`config.mk`:
```
export PLATFORM = sky130hd
export DESIGN_NAME = linear_array_readout_sequencer
export DESIGN_NICKNAME = d
export VERILOG_FILES = /design/src/design/readout_pkg.sv /design/src/design/stamp_ram.sv /design/src/design/word_fifo.sv /design/src/design/linear_array_readout_sequencer.sv
export SDC_FILE = /design/constraint.sdc
export NUM_CORES = 2
export LEC_CHECK = 0
export BUFFER_PORTS_ARGS = -buffer_cell sky130_fd_sc_hd__clkbuf_2
export CAP_MARGIN = 10
export CORE_UTILIZATION = 60
export CTS_BUF_LIST = sky130_fd_sc_hd__clkbuf_4
export CTS_CLUSTER_SIZE = 24
export DETAILED_ROUTE_END_ITERATION = 12
export PLACE_DENSITY_LB_ADDON = 0.08
export SETUP_SLACK_MARGIN = 0.5
export SKIP_CTS_REPAIR_TIMING = 1
export SLEW_MARGIN = 20
export SYNTH_ARGS = -nofsm -noshare
export SYNTH_HDL_FRONTEND = slang
export SYNTH_SLANG_ARGS = --single-unit
```
`constraint.sdc`:
```
create_clock -name clk -period 10.5 [get_ports clk]
set_input_delay 0.525 -clock clk [delete_from_list [all_inputs] [get_ports clk]]
set_output_delay 0.525 -clock clk [all_outputs]
set_load 0.01 [all_outputs]
```
`src/design/readout_pkg.sv`:
```
/*
 * shared constants and types of the linear array readout sequencer.
 * assumes a single 10 MHz system clock; sensor clock and start pulse are sampled on it.
 */
package readout_pkg;
    localparam int NUM_PIXELS         = 64;
    localparam int PIX_W              = 6;
    localparam int LEVEL_W            = 10;
    localparam int STAMP_W            = 24;
    localparam int FIFO_DEPTH         = 16;
    localparam int CLK_PERIOD_NS      = 100;
    localparam int SENSOR_MIN_PER_NS  = 200;
    localparam int SENSOR_MIN_CYC     = (SENSOR_MIN_PER_NS + CLK_PERIOD_NS - 1) / CLK_PERIOD_NS;
    localparam int MAX_INT_TIME_MS    = 100;
    localparam int MAX_INT_CYC        = MAX_INT_TIME_MS * 1000000 / CLK_PERIOD_NS;
    localparam logic [PIX_W-1:0] FIRST_PIXEL = 6'h00;
    localparam logic [PIX_W-1:0] LAST_PIXEL  = 6'h3f;
    localparam int WORD_W             = 2 + PIX_W + LEVEL_W + STAMP_W;

    typedef enum logic {ST_IDLE, ST_READ} seq_state_e;
endpackage

```
`src/design/stamp_ram.sv`:
```
/*
 * small single-clock memory: one write port, one read port, read data registered.
 * assumes read and write addresses are in range.
 */
`timescale 1ns/1ps
module stamp_ram #(
    parameter int WIDTH = 24,
    parameter int DEPTH = 64,
    parameter int AW    = 6
) (
    input  wire logic             clk,
    input  wire logic             wr_en,
    input  wire logic [AW-1:0]    wr_addr,
    input  wire logic [WIDTH-1:0] wr_data,
    input  wire logic             rd_en,
    input  wire logic [AW-1:0]    rd_addr,
    output logic      [WIDTH-1:0] rd_data
);
    if (DEPTH > (1 << AW)) begin
        $error("stamp_ram: depth exceeds address width");
    end

    logic [WIDTH-1:0] mem [DEPTH];

    always_ff @(posedge clk) begin
        if (wr_en) begin
            mem[wr_addr] <= wr_data;
        end
        if (rd_en) begin
            rd_data <= mem[rd_addr];
        end
    end
endmodule

```
`src/design/word_fifo.sv`:
```
/*
 * synchronous fifo with valid/ready on both sides.
 * assumes depth is a power of two; out_data is the head entry.
 */
`timescale 1ns/1ps
module word_fifo #(
    parameter int WIDTH = 42,
    parameter int DEPTH = 16
) (
    input  wire logic             clk,
    input  wire logic             srst,
    input  wire logic             in_valid,
    output logic                  in_ready,
    input  wire logic [WIDTH-1:0] in_data,
    output logic                  out_valid,
    input  wire logic             out_ready,
    output logic      [WIDTH-1:0] out_data
);
    localparam int AW = $clog2(DEPTH);

    if (DEPTH < 2 || (1 << AW) != DEPTH) begin
        $error("word_fifo: depth must be a power of two");
    end

    logic [WIDTH-1:0] mem [DEPTH];
    logic [AW:0]      wr_q, wr_d, rd_q, rd_d;
    logic             push, pop;
    logic             head_valid_q, head_valid_d;
    logic [WIDTH-1:0] head_q, head_d;

    always_comb begin
        in_ready     = (wr_q - rd_q) != (AW+1)'(DEPTH);
        push         = in_valid & in_ready;
        pop          = head_valid_q & out_ready;
        wr_d         = push ? wr_q + 1'b1 : wr_q;
        rd_d         = pop ? rd_q + 1'b1 : rd_q;
        head_valid_d = wr_d != rd_d;
        // a word landing in the new head slot this edge bypasses the array
        head_d       = (push && wr_q[AW-1:0] == rd_d[AW-1:0]) ? in_data : mem[rd_d[AW-1:0]];
    end

    assign out_valid = head_valid_q;
    assign out_data  = head_q;

    always_ff @(posedge clk) begin
        if (srst) begin
            wr_q         <= '0;
            rd_q         <= '0;
            head_valid_q <= 1'b0;
            head_q       <= '0;
        end else begin
            wr_q         <= wr_d;
            rd_q         <= rd_d;
            head_valid_q <= head_valid_d;
            head_q       <= head_d;
        end
        if (push) begin
            mem[wr_q[AW-1:0]] <= in_data;
        end
    end
endmodule

```
`src/design/linear_array_readout_sequencer.sv`:
```
/*
 * pixel sequencer of a 64-pixel linear light-sensor array: start pulse and sensor
 * clock in, per-pixel hold/reset switch control, held level out with output enable,
 * and a buffered digital stream of each pixel with its integration time.
 * assumes start_integration, sensor_clock and pixel_level are synchronous to clk.
 */
`timescale 1ns/1ps
module linear_array_readout_sequencer
    import readout_pkg::*;
#(
    parameter int NPIX      = readout_pkg::NUM_PIXELS,
    parameter int LVL_W     = readout_pkg::LEVEL_W,
    parameter int FDEPTH    = readout_pkg::FIFO_DEPTH,
    parameter int MAX_INT   = readout_pkg::MAX_INT_CYC
) (
    input  wire logic                              clk,
    input  wire logic                              srst,
    input  wire logic                              start_integration,
    input  wire logic                              sensor_clock,
    input  wire logic [LVL_W-1:0]                  pixel_level,
    output logic      [readout_pkg::PIX_W-1:0]     pixel_select,
    output logic                                   sample_hold_switch,
    output logic                                   integrator_reset_switch,
    output logic      [LVL_W-1:0]                  analog_pixel_output,
    output logic                                   analog_pixel_output_oe,
    output logic                                   readout_active,
    output logic                                   clock_too_fast,
    output logic                                   stream_overrun,
    output logic                                   pix_valid,
    input  wire logic                              pix_ready,
    output logic      [readout_pkg::WORD_W-1:0]    pix_data
);
    import readout_pkg::*;

    if (NPIX != NUM_PIXELS || LVL_W != LEVEL_W) begin
        $error("sequencer: pixel count and level width are fixed");
    end
    if (MAX_INT < 1 || MAX_INT >= (1 << STAMP_W)) begin
        $error("sequencer: MAX_INT out of stamp range");
    end

    // edge detection: inputs are already synchronous
    logic sclk_q;
    logic rise;
    logic start_ok;
    logic adv;
    assign rise = sensor_clock & ~sclk_q;

    seq_state_e       state_q, state_d;
    logic [PIX_W-1:0] idx_q, idx_d;
    logic             hold_q, hold_d;
    logic             rst_q, rst_d;
    logic             oe_q, oe_d;
    logic [LVL_W-1:0] ao_q, ao_d;
    logic             cap_d, cap_q;

    always_comb begin
        // start honoured when idle or on the n+1 clock
        start_ok = rise & start_integration & (state_q == ST_IDLE || idx_q == LAST_PIXEL);
        adv      = rise & (state_q == ST_READ) & ~start_ok;
        state_d  = state_q;
        idx_d    = idx_q;
        hold_d   = hold_q;
        rst_d    = rst_q;
        oe_d     = oe_q;
        ao_d     = ao_q;
        cap_d    = 1'b0;
        if (start_ok) begin
            // pixel 1 selected and held first
            state_d = ST_READ;
            idx_d   = FIRST_PIXEL;
            hold_d  = 1'b1;
            rst_d   = 1'b0;
            oe_d    = 1'b1;
            ao_d    = pixel_level;
            cap_d   = 1'b1;
        end else if (adv) begin
            if (idx_q == LAST_PIXEL) begin
                state_d = ST_IDLE;
                hold_d  = 1'b0;
                rst_d   = 1'b0;
                oe_d    = 1'b0;
            end else begin
                // release reset, move on to next pixel
                idx_d  = idx_q + 1'b1;
                hold_d = 1'b1;
                rst_d  = 1'b0;
                ao_d   = pixel_level;
                cap_d  = 1'b1;
            end
        end else if (state_q == ST_READ && hold_q && !rst_q) begin
            // clear integrator only after the hold is in place
            rst_d = 1'b1;
        end
    end

    // sequencer steps only on rising sensor clock
    always_ff @(posedge clk) begin
        if (srst) begin
            sclk_q  <= 1'b0;
            state_q <= ST_IDLE;
            idx_q   <= FIRST_PIXEL;
            hold_q  <= 1'b0;
            rst_q   <= 1'b0;
            oe_q    <= 1'b0;
            ao_q    <= '0;
            cap_q   <= 1'b0;
        end else begin
            sclk_q  <= sensor_clock;
            state_q <= state_d;
            idx_q   <= idx_d;
            hold_q  <= hold_d;
            rst_q   <= rst_d;
            oe_q    <= oe_d;
            ao_q    <= ao_d;
            cap_q   <= cap_d;
        end
    end

    assign pixel_select            = idx_q;
    assign sample_hold_switch      = hold_q;
    assign integrator_reset_switch = rst_q;
    assign analog_pixel_output     = ao_q;
    assign analog_pixel_output_oe  = oe_q;
    assign readout_active          = state_q == ST_READ;

    // rising edges closer than the sensor's minimum period
    logic [2:0] gap_q, gap_d;
    logic       fast_q, fast_d;

    always_comb begin
        gap_d  = rise ? 3'h1 : (gap_q == 3'h7 ? gap_q : gap_q + 1'b1);
        fast_d = fast_q | (rise & (gap_q < 3'(SENSOR_MIN_CYC)));
    end

    always_ff @(posedge clk) begin
        if (srst) begin
            gap_q  <= 3'h7;
            fast_q <= 1'b0;
        end else begin
            gap_q  <= gap_d;
            fast_q <= fast_d;
        end
    end

    assign clock_too_fast = fast_q;

    // integration time per pixel: free-running stamp, last read kept per pixel
    logic [STAMP_W-1:0] now_q, now_d;
    logic [STAMP_W-1:0] stamp_rd;
    logic [NPIX-1:0]    seen_q, seen_d;
    logic [STAMP_W-1:0] int_time;
    logic               int_valid;
    logic               int_over;

    stamp_ram #(
        .WIDTH (STAMP_W),
        .DEPTH (NPIX),
        .AW    (PIX_W)
    ) u_stamps (
        .clk     (clk),
        .wr_en   (cap_q),
        .wr_addr (idx_q),
        .wr_data (now_q),
        .rd_en   (cap_d),
        .rd_addr (idx_d),
        .rd_data (stamp_rd)
    );

    always_comb begin
        now_d     = now_q + 1'b1;
        // interval between two reads of the same pixel
        int_time  = now_q - stamp_rd;
        int_valid = seen_q[idx_q];
        int_over  = int_valid & (int_time > STAMP_W'(MAX_INT));
        seen_d    = seen_q;
        if (cap_q) begin
            seen_d[idx_q] = 1'b1;
        end
    end

    always_ff @(posedge clk) begin
        if (srst) begin
            now_q  <= '0;
            seen_q <= '0;
        end else begin
            now_q  <= now_d;
            seen_q <= seen_d;
        end
    end

    // pending word waits for fifo space; a second capture while waiting is an overrun
    logic              pend_valid_q, pend_valid_d;
    logic [WORD_W-1:0] pend_q, pend_d;
    logic              ovr_q, ovr_d;
    logic              fifo_in_ready;

    always_comb begin
        pend_valid_d = pend_valid_q & ~fifo_in_ready;
        pend_d       = pend_q;
        ovr_d        = ovr_q;
        if (cap_q) begin
            ovr_d        = ovr_q | (pend_valid_q & ~fifo_in_ready);
            pend_valid_d = 1'b1;
            pend_d       = {int_valid, int_over, idx_q, ao_q, int_valid ? int_time : '0};
        end
    end

    always_ff @(posedge clk) begin
        if (srst) begin
            pend_valid_q <= 1'b0;
            pend_q       <= '0;
            ovr_q        <= 1'b0;
        end else begin
            pend_valid_q <= pend_valid_d;
            pend_q       <= pend_d;
            ovr_q        <= ovr_d;
        end
    end

    assign stream_overrun = ovr_q;

    word_fifo #(
        .WIDTH (WORD_W),
        .DEPTH (FDEPTH)
    ) u_fifo (
        .clk       (clk),
        .srst      (srst),
        .in_valid  (pend_valid_q),
        .in_ready  (fifo_in_ready),
        .in_data   (pend_q),
        .out_valid (pix_valid),
        .out_ready (pix_ready),
        .out_data  (pix_data)
    );

    // pixels shown since the last start, for checking the readout length
    logic [6:0] shown_q;
    always_ff @(posedge clk) begin
        if (srst) begin
            shown_q <= '0;
        end else if (start_ok) begin
            shown_q <= 7'h01;
        end else if (adv && idx_q != LAST_PIXEL) begin
            shown_q <= shown_q + 1'b1;
        end
    end
endmodule

```
Word level (Yosys, flattened, before mapping). Memories as Yosys holds them, arrays and structs flattened. A register that Yosys moved wholly into a read port is not among the register bits. Cells that the tools add are included.

Register bits: 168. Latch bits: 0. RAM bits: 2208. Bits in read-only memories: 0. Input bits: 15. Output and inout port bits: 65. Word-level logic and storage cells: 93. Memories kept: 2.

Memory list: u_stamps.mem (words 64, width 24, read ports 1, clocked after Yosys merged registers in 1, write ports 1, line stamp_ram.sv:23) `logic [WIDTH-1:0] mem [DEPTH];`; u_fifo.mem (words 16, width 42, read ports 1, clocked after Yosys merged registers in 1, write ports 1, line word_fifo.sv:25) `logic [WIDTH-1:0] mem [DEPTH];`.

Add/subtract/negate cells: 7. Multiply operators: 0. Div/mod/pow operators: 0. Order comparisons: 4. Equal/unequal tests: 6. Shifts and indexed selects: 0. Mux-type cells: 28. Bitwise logic cells: 17. Reduce and logical (&&, ||, !) cells: 11.

Operators with widths (number): 64-bit bitwise OR (1); 10-bit 2-to-1 mux (3); 24-bit by 1-bit adder with 24-bit output, second input constant (1); 24-bit by 20-bit > comparator with 1-bit output, second input constant (1); 24-bit 2-to-1 mux (1); 24-bit subtractor (1); 6-bit 2-to-1 mux (3); 1-bit 2-to-1 mux (15); 5-bit by 1-bit adder with 5-bit output, second input constant (2); 1-bit AND (10); 5-bit 2-to-1 mux (2); 6-bit by 7-bit less-than comparator with 1-bit output, second input constant (1); 6-bit by 1-bit adder with 6-bit output, second input constant (1); 1-bit binary-select mux with 6-bit select (1); 1-bit demux with 6-bit select (1); 6-bit == test, second input constant (1); 6-bit by 1-bit greater-or-equal comparator with 1-bit output, second input constant (1); 3-bit 2-to-1 mux (2); 5-bit inequality test (1); 5-bit inequality test, second input constant (1); 5-bit subtractor (1); 2-bit inequality test, second input constant (2); 1-bit inverter (4); 2-bit AND reduction (2); other kinds (10) (14).

Logic depth before layout (Yosys ltp).
Depth in word-level cells: 8. Depth in mapped cells: 13. Gate-level depth less buffers: 13.

Modules after synthesis. From an unflattened synthesis, not the netlist that was laid out.

Cell total of the unflattened synthesis: 4736. Area, all modules: 94241.6 um^2.

By module, submodules not included: stamp_ram (times used 1, cells each 2610, area an instance 59535.8 um^2, seq. area each 46844.9 um^2); word_fifo (times used 1, cells each 1233, area an instance 27274.9 um^2, seq. area each 21240.4 um^2); linear_array_readout_sequencer (times used 1, cells each 893, area an instance 7430.9 um^2, seq. area each 3143.0 um^2).

Worst setup path after synthesis. OpenSTA, ideal clock, no wires.

Path type: reg-to-reg. From: register now_q[2]. To: register pend_q[40]. Library setup time: 0.132 ns. Arrival: 3.536 ns. Data required time: 10.368 ns. Path slack: 6.832 ns. Cell stages (with the launch flop): 11. Buffers on the path: 0. Period minus slack after synthesis: 3.668 ns. Cells stage by stage: dfxtp_1 > ha_1 > a211oi_2 > nor2_1 > xor2_1 > or4b_1 > o31a_1 > o31a_1 > o41ai_2 > a21o_1 > a311oi_1.

Cells in the longest elaborated chain, start to end: 3.

RTL lines: start, declared (line linear_array_readout_sequencer.sv:149) `logic [STAMP_W-1:0] now_q, now_d;`; start signal, assigned (line linear_array_readout_sequencer.sv:187) `now_q <= now_d;`; 24-bit subtractor (line linear_array_readout_sequencer.sv:173) `int_time = now_q - stamp_rd;`; 24-bit by 20-bit > comparator with 1-bit output (line linear_array_readout_sequencer.sv:175) `int_over = int_valid & (int_time > STAMP_W'(MAX_INT));`; 1-bit AND (line linear_array_readout_sequencer.sv:175); end signal, assigned (line linear_array_readout_sequencer.sv:216) `pend_q <= pend_d;`; end, declared (line linear_array_readout_sequencer.sv:194) `logic [WORD_W-1:0] pend_q, pend_d;`.

No other way between the ends. A chain may end at the register's enable or synchronous reset.

Worst setup path in the final report.
From: register idx_q[3] (netlist: pixel_select[3]). To: register u_stamps.rd_data[12], read port of u_stamps.mem, data pin.

Cells in the longest elaborated chain, start to end: 7. Elaborated cells between the ends (all ways): 12. Those cells by class: add/sub (1); eq/ne (1); mux (6); bitwise (3); reduce/logical (1).

RTL lines: start, declared (line linear_array_readout_sequencer.sv:50) `logic [PIX_W-1:0] idx_q, idx_d;`; start signal, assigned (line linear_array_readout_sequencer.sv:111) `idx_q <= idx_d;`; parallel branches: the longest is 7 deep, another holds 6-bit by 1-bit adder with 6-bit output; end, declared (line stamp_ram.sv:17) `output logic [WIDTH-1:0] rd_data`.

Parallel ways; which one is timed is not known.

==> reports/results.ini <==
[status]
status = completed

[synthesis]
synth_cell_type_count = 69
syn_area_um2 = 96500
syn_nets = 6918
synth_edf_count = 2232
yosysSeqAreaShare_pct = 73.8
postSynthAreaPerCell_um2 = 14.1
yosysWarnings = 0
synth.ff_latch_count = 2442
synth_cells = 6866
ys.flop_type = edfxtp_1
synthArstFlopShare_pct = 0

[critical_path]
rrSetupSlack_ns = 4.57
cp_top_family = simple AND/OR/NAND/NOR gates
cp_slowest_cell = dfxtp_1
end_kind = flop
cp.arrival_ns = 7.09
slowest_delay_ns = 0.67
cp_max_fo = 185
path_common_cell = nand3_1
path_cells = nand3_2 -> o211ai_2 -> mux2i_4 -> buf_4 -> buf_12 -> buf_12 -> nand2_1 -> nand3_1 -> nand3_1 -> nand3_1 -> nand4_1 -> a221oi_1
r2r_start = pixel_select[3]$_SDFF_PP0_
rr_worst_depth = 12
critPathKind = reg -> reg
path_buf_inv = 3
startpoint_type = flop
critical_path_required_ns = 11.66
r2r-end = u_stamps.rd_data[12]$_DFFE_PP_

[grt]
grt_max_degree = 186
grt_pass1_wl_um = 378000
grt_overflow = 0
busiest_layer = met2
globalRouteMet3Util_pct = 7.15
use_met1_pct = 42.1
met2_usage_pct = 50.5
antenna_found_initial = 9
grt.total_usage_pct = 31.6
grt_pass1_vias = 59676

[layout]
final_nets = 7366
final_util_pct = 67.7
drive_gt1_share_pct = 18.2
areaGrowthSynthToFinish_pct = 11.6

[clock_tree]
cts_tree = done
htreeDepth = 6
root_buffer = clkbuf_4
clk_pin_slew_ns = 0.07
insertion_delay_ns = 1.42
clkSinkCount = 2442
cts_buffer_depth = 4
cts_buffers = 629

[timing]
slew_violations = 0
finalSetupViolCount = 0
setup_ws_ns = 4.57
relSlewSlack_pct = 19.9
clock_skew_ns = 0.0883
fin_crit_sh_pct = 56.4
period_minus_slack_ns = 5.93
hold_viol = 0
worstMarginPinSlew_ns = 1.19
fin_tns_setup_ns = 0
rsz0062_at_grt = no
fmax_mhz = 169

[power_and_ir_drop]
p_seq_share_pct = 55.3
switching_share_pct = 21.9
cellPowerDensity_nw_per_um2 = 177
clkPwrFrac_pct = 41.3
p_int_mw = 14.9
leakagePower_nw = 37.6
switchingPower_mw = 4.17
power_frac_comb_pct = 3.4
peakVddDrop_mv = 0.131

[run]
maxCapViolCount = 0

[floorplanning]
ios = 80
fp.dieW_um = 403
row_count = 146
initial_utilization_pct = 60.7
die_area_um2 = 162000
core_um2 = 159000
die_y_um = 403

[placement]
hpwl_um = 128000
place_congestion = 0.846
post-place-ws_ns = 4.75
io_buffers = 79

[detailed_routing]
wire_per_inst_um = 26.1
num_vias = 61124
drt_iter0_drc = 6947
antenna_left = 0
drtPass1Iterations = 6
wl_um = 258000
drc = 0
vias_per_cell = 6.17

[worst_hold_path]
whs_endpoint = analog_pixel_output_oe$_SDFFE_PP0P_
worstHoldStart = start_integration
hold_class = in -> reg
hold_depth = 4

placed cells by master, fill, tap and decap left out, drive strengths merged, types with 35 or more instances in the layout:
master,instances
nor4,51
nand3,704
clkbuf,999
a221oi,219
clkinv,117
mux4,46
ha,36
inv,59
nand2,1198
dfxtp,210
buf,162
mux2i,389
nand4,35
a311oi,44
a211oi,171
edfxtp,2232
dlygate4sd3,36
a21oi,289
a31oi,47
nor2,354
and2,102
worst min-delay path: cells and delay by family:
family | cells | cell delay [ns]
simple gates | 1 | 0.11
buf+inv | 2 | 0.79
compound gates | 1 | 0.05
power by group through the flow:
stage / registers, mW / clock network [mW] / logic, mW
finish: 10.5 / 7.88 / 0.649
global route: 10.5 / 8.51 / 0.698
CTS: 10.5 / 8.03 / 0.634
detailed placement: 10.7 / 0 / 0.633
global placement: 10.7 / 0 / 0.623
floorplan: 10.7 / 0 / 0.423
logic make-up (layout without fill, tap and decap cells):
kind of cell	Yosys count	after routing	synth area share, %
AO/OA/AOI/OAI	868	868	6.32
XOR/XNOR	58	58	0.534
adder cells (fa/ha/maj)	37	37	0.487
buffers and inverters	501	1381	2.25
flip-flops	2442	2442	73.8
multiplexers	444	444	5.22
other	0	8	0
AND/OR/NAND/NOR	2516	2516	11.4
final cells by class:
type                       instances  area, µm²
antenna                            8       20.0
clock buffer                     920       6910
clock inverter                   143        738
fill                           11399      51400
inverter                          41        154
multi-input combinational       3923      23700
sequential                      2442      71300
tap                             2146       2690
timing repair buffer             277       2230
Yosys cell counts, types with 23 or more instances:
library cell,number,area [µm²]
mux2i_1,388,3880
a22oi_1,23,173
buf_2,169,846
edfxtp_1,2232,67000
and2_1,99,619
a31oi_1,47,294
xor2_1,31,272
dfxtp_1,210,4200
nor2_1,354,1330
buf_1,41,154
inv_1,40,150
nand2_1,1198,4500
ha_1,36,450
a221oi_1,216,1890
a311oi_1,44,385
mux4_2,46,1040
nand4_1,35,219
clkbuf_1,231,867
nand3_1,703,3520
a21oi_1,288,1440
xnor2_1,26,228
nor4_1,50,313
a211oi_1,170,1280
metrics by stage:
step | power [mW] | hold slack, ns | cell area (µm²) | cells
floorplan | 11.2 | 0.435 | 96500 | 6866
global placement | 11.4 | 0.444 | 99500 | 8786
detailed placement | 11.4 | 0.454 | 99600 | 8792
CTS | 19.2 | -0.800 | 107000 | 9855
global route | 19.7 | 0.148 | 108000 | 9900
finish | 19.1 | 0.167 | 108000 | 9900
how the worst max path moves through the flow:
stage	from	end	cells past startpoint
6_report	pixel_select[3]$_SDFF_PP0_	u_stamps.rd_data[12]$_DFFE_PP_	12
5_1_grt	pixel_select[3]$_SDFF_PP0_	u_stamps.rd_data[12]$_DFFE_PP_	12
4_1_cts	pixel_select[3]$_SDFF_PP0_	u_stamps.rd_data[17]$_DFFE_PP_	9
3_5_place_dp	pixel_select[3]$_SDFF_PP0_	u_stamps.rd_data[17]$_DFFE_PP_	9
3_3_place_gp	pixel_select[3]$_SDFF_PP0_	u_stamps.rd_data[17]$_DFFE_PP_	9
2_1_floorplan	now_q[2]$_SDFF_PP0_	pend_q[40]$_SDFFE_PP0P_	10
state kept, by name (all words and copies together) (netlist names):
register / cells
u_stamps.mem: 1536
u_fifo.mem: 672
seen_q: 64
pend_q: 42
u_fifo.out_data: 42
now_q: 24
u_stamps.rd_data: 24
analog_pixel_output: 10
pixel_select: 6
u_fifo.rd_q: 5
u_fifo.wr_q: 5
gap_q: 3
analog_pixel_output_oe: 1
cap_q: 1
clock_too_fast: 1
integrator_reset_switch: 1
pend_valid_q: 1
sample_hold_switch: 1
sclk_q: 1
stream_overrun: 1
u_fifo.out_valid: 1
per-layer routing:
layer,vias up,share of wire [%],wire length (µm)
li1,27196,-,-
met1,30454,39,101000
met2,3042,48,124000
met3,422,9.6,24700
met4,10,3.5,8920
met5,-,0.027,69
Power figures use the tool's default switching activity.
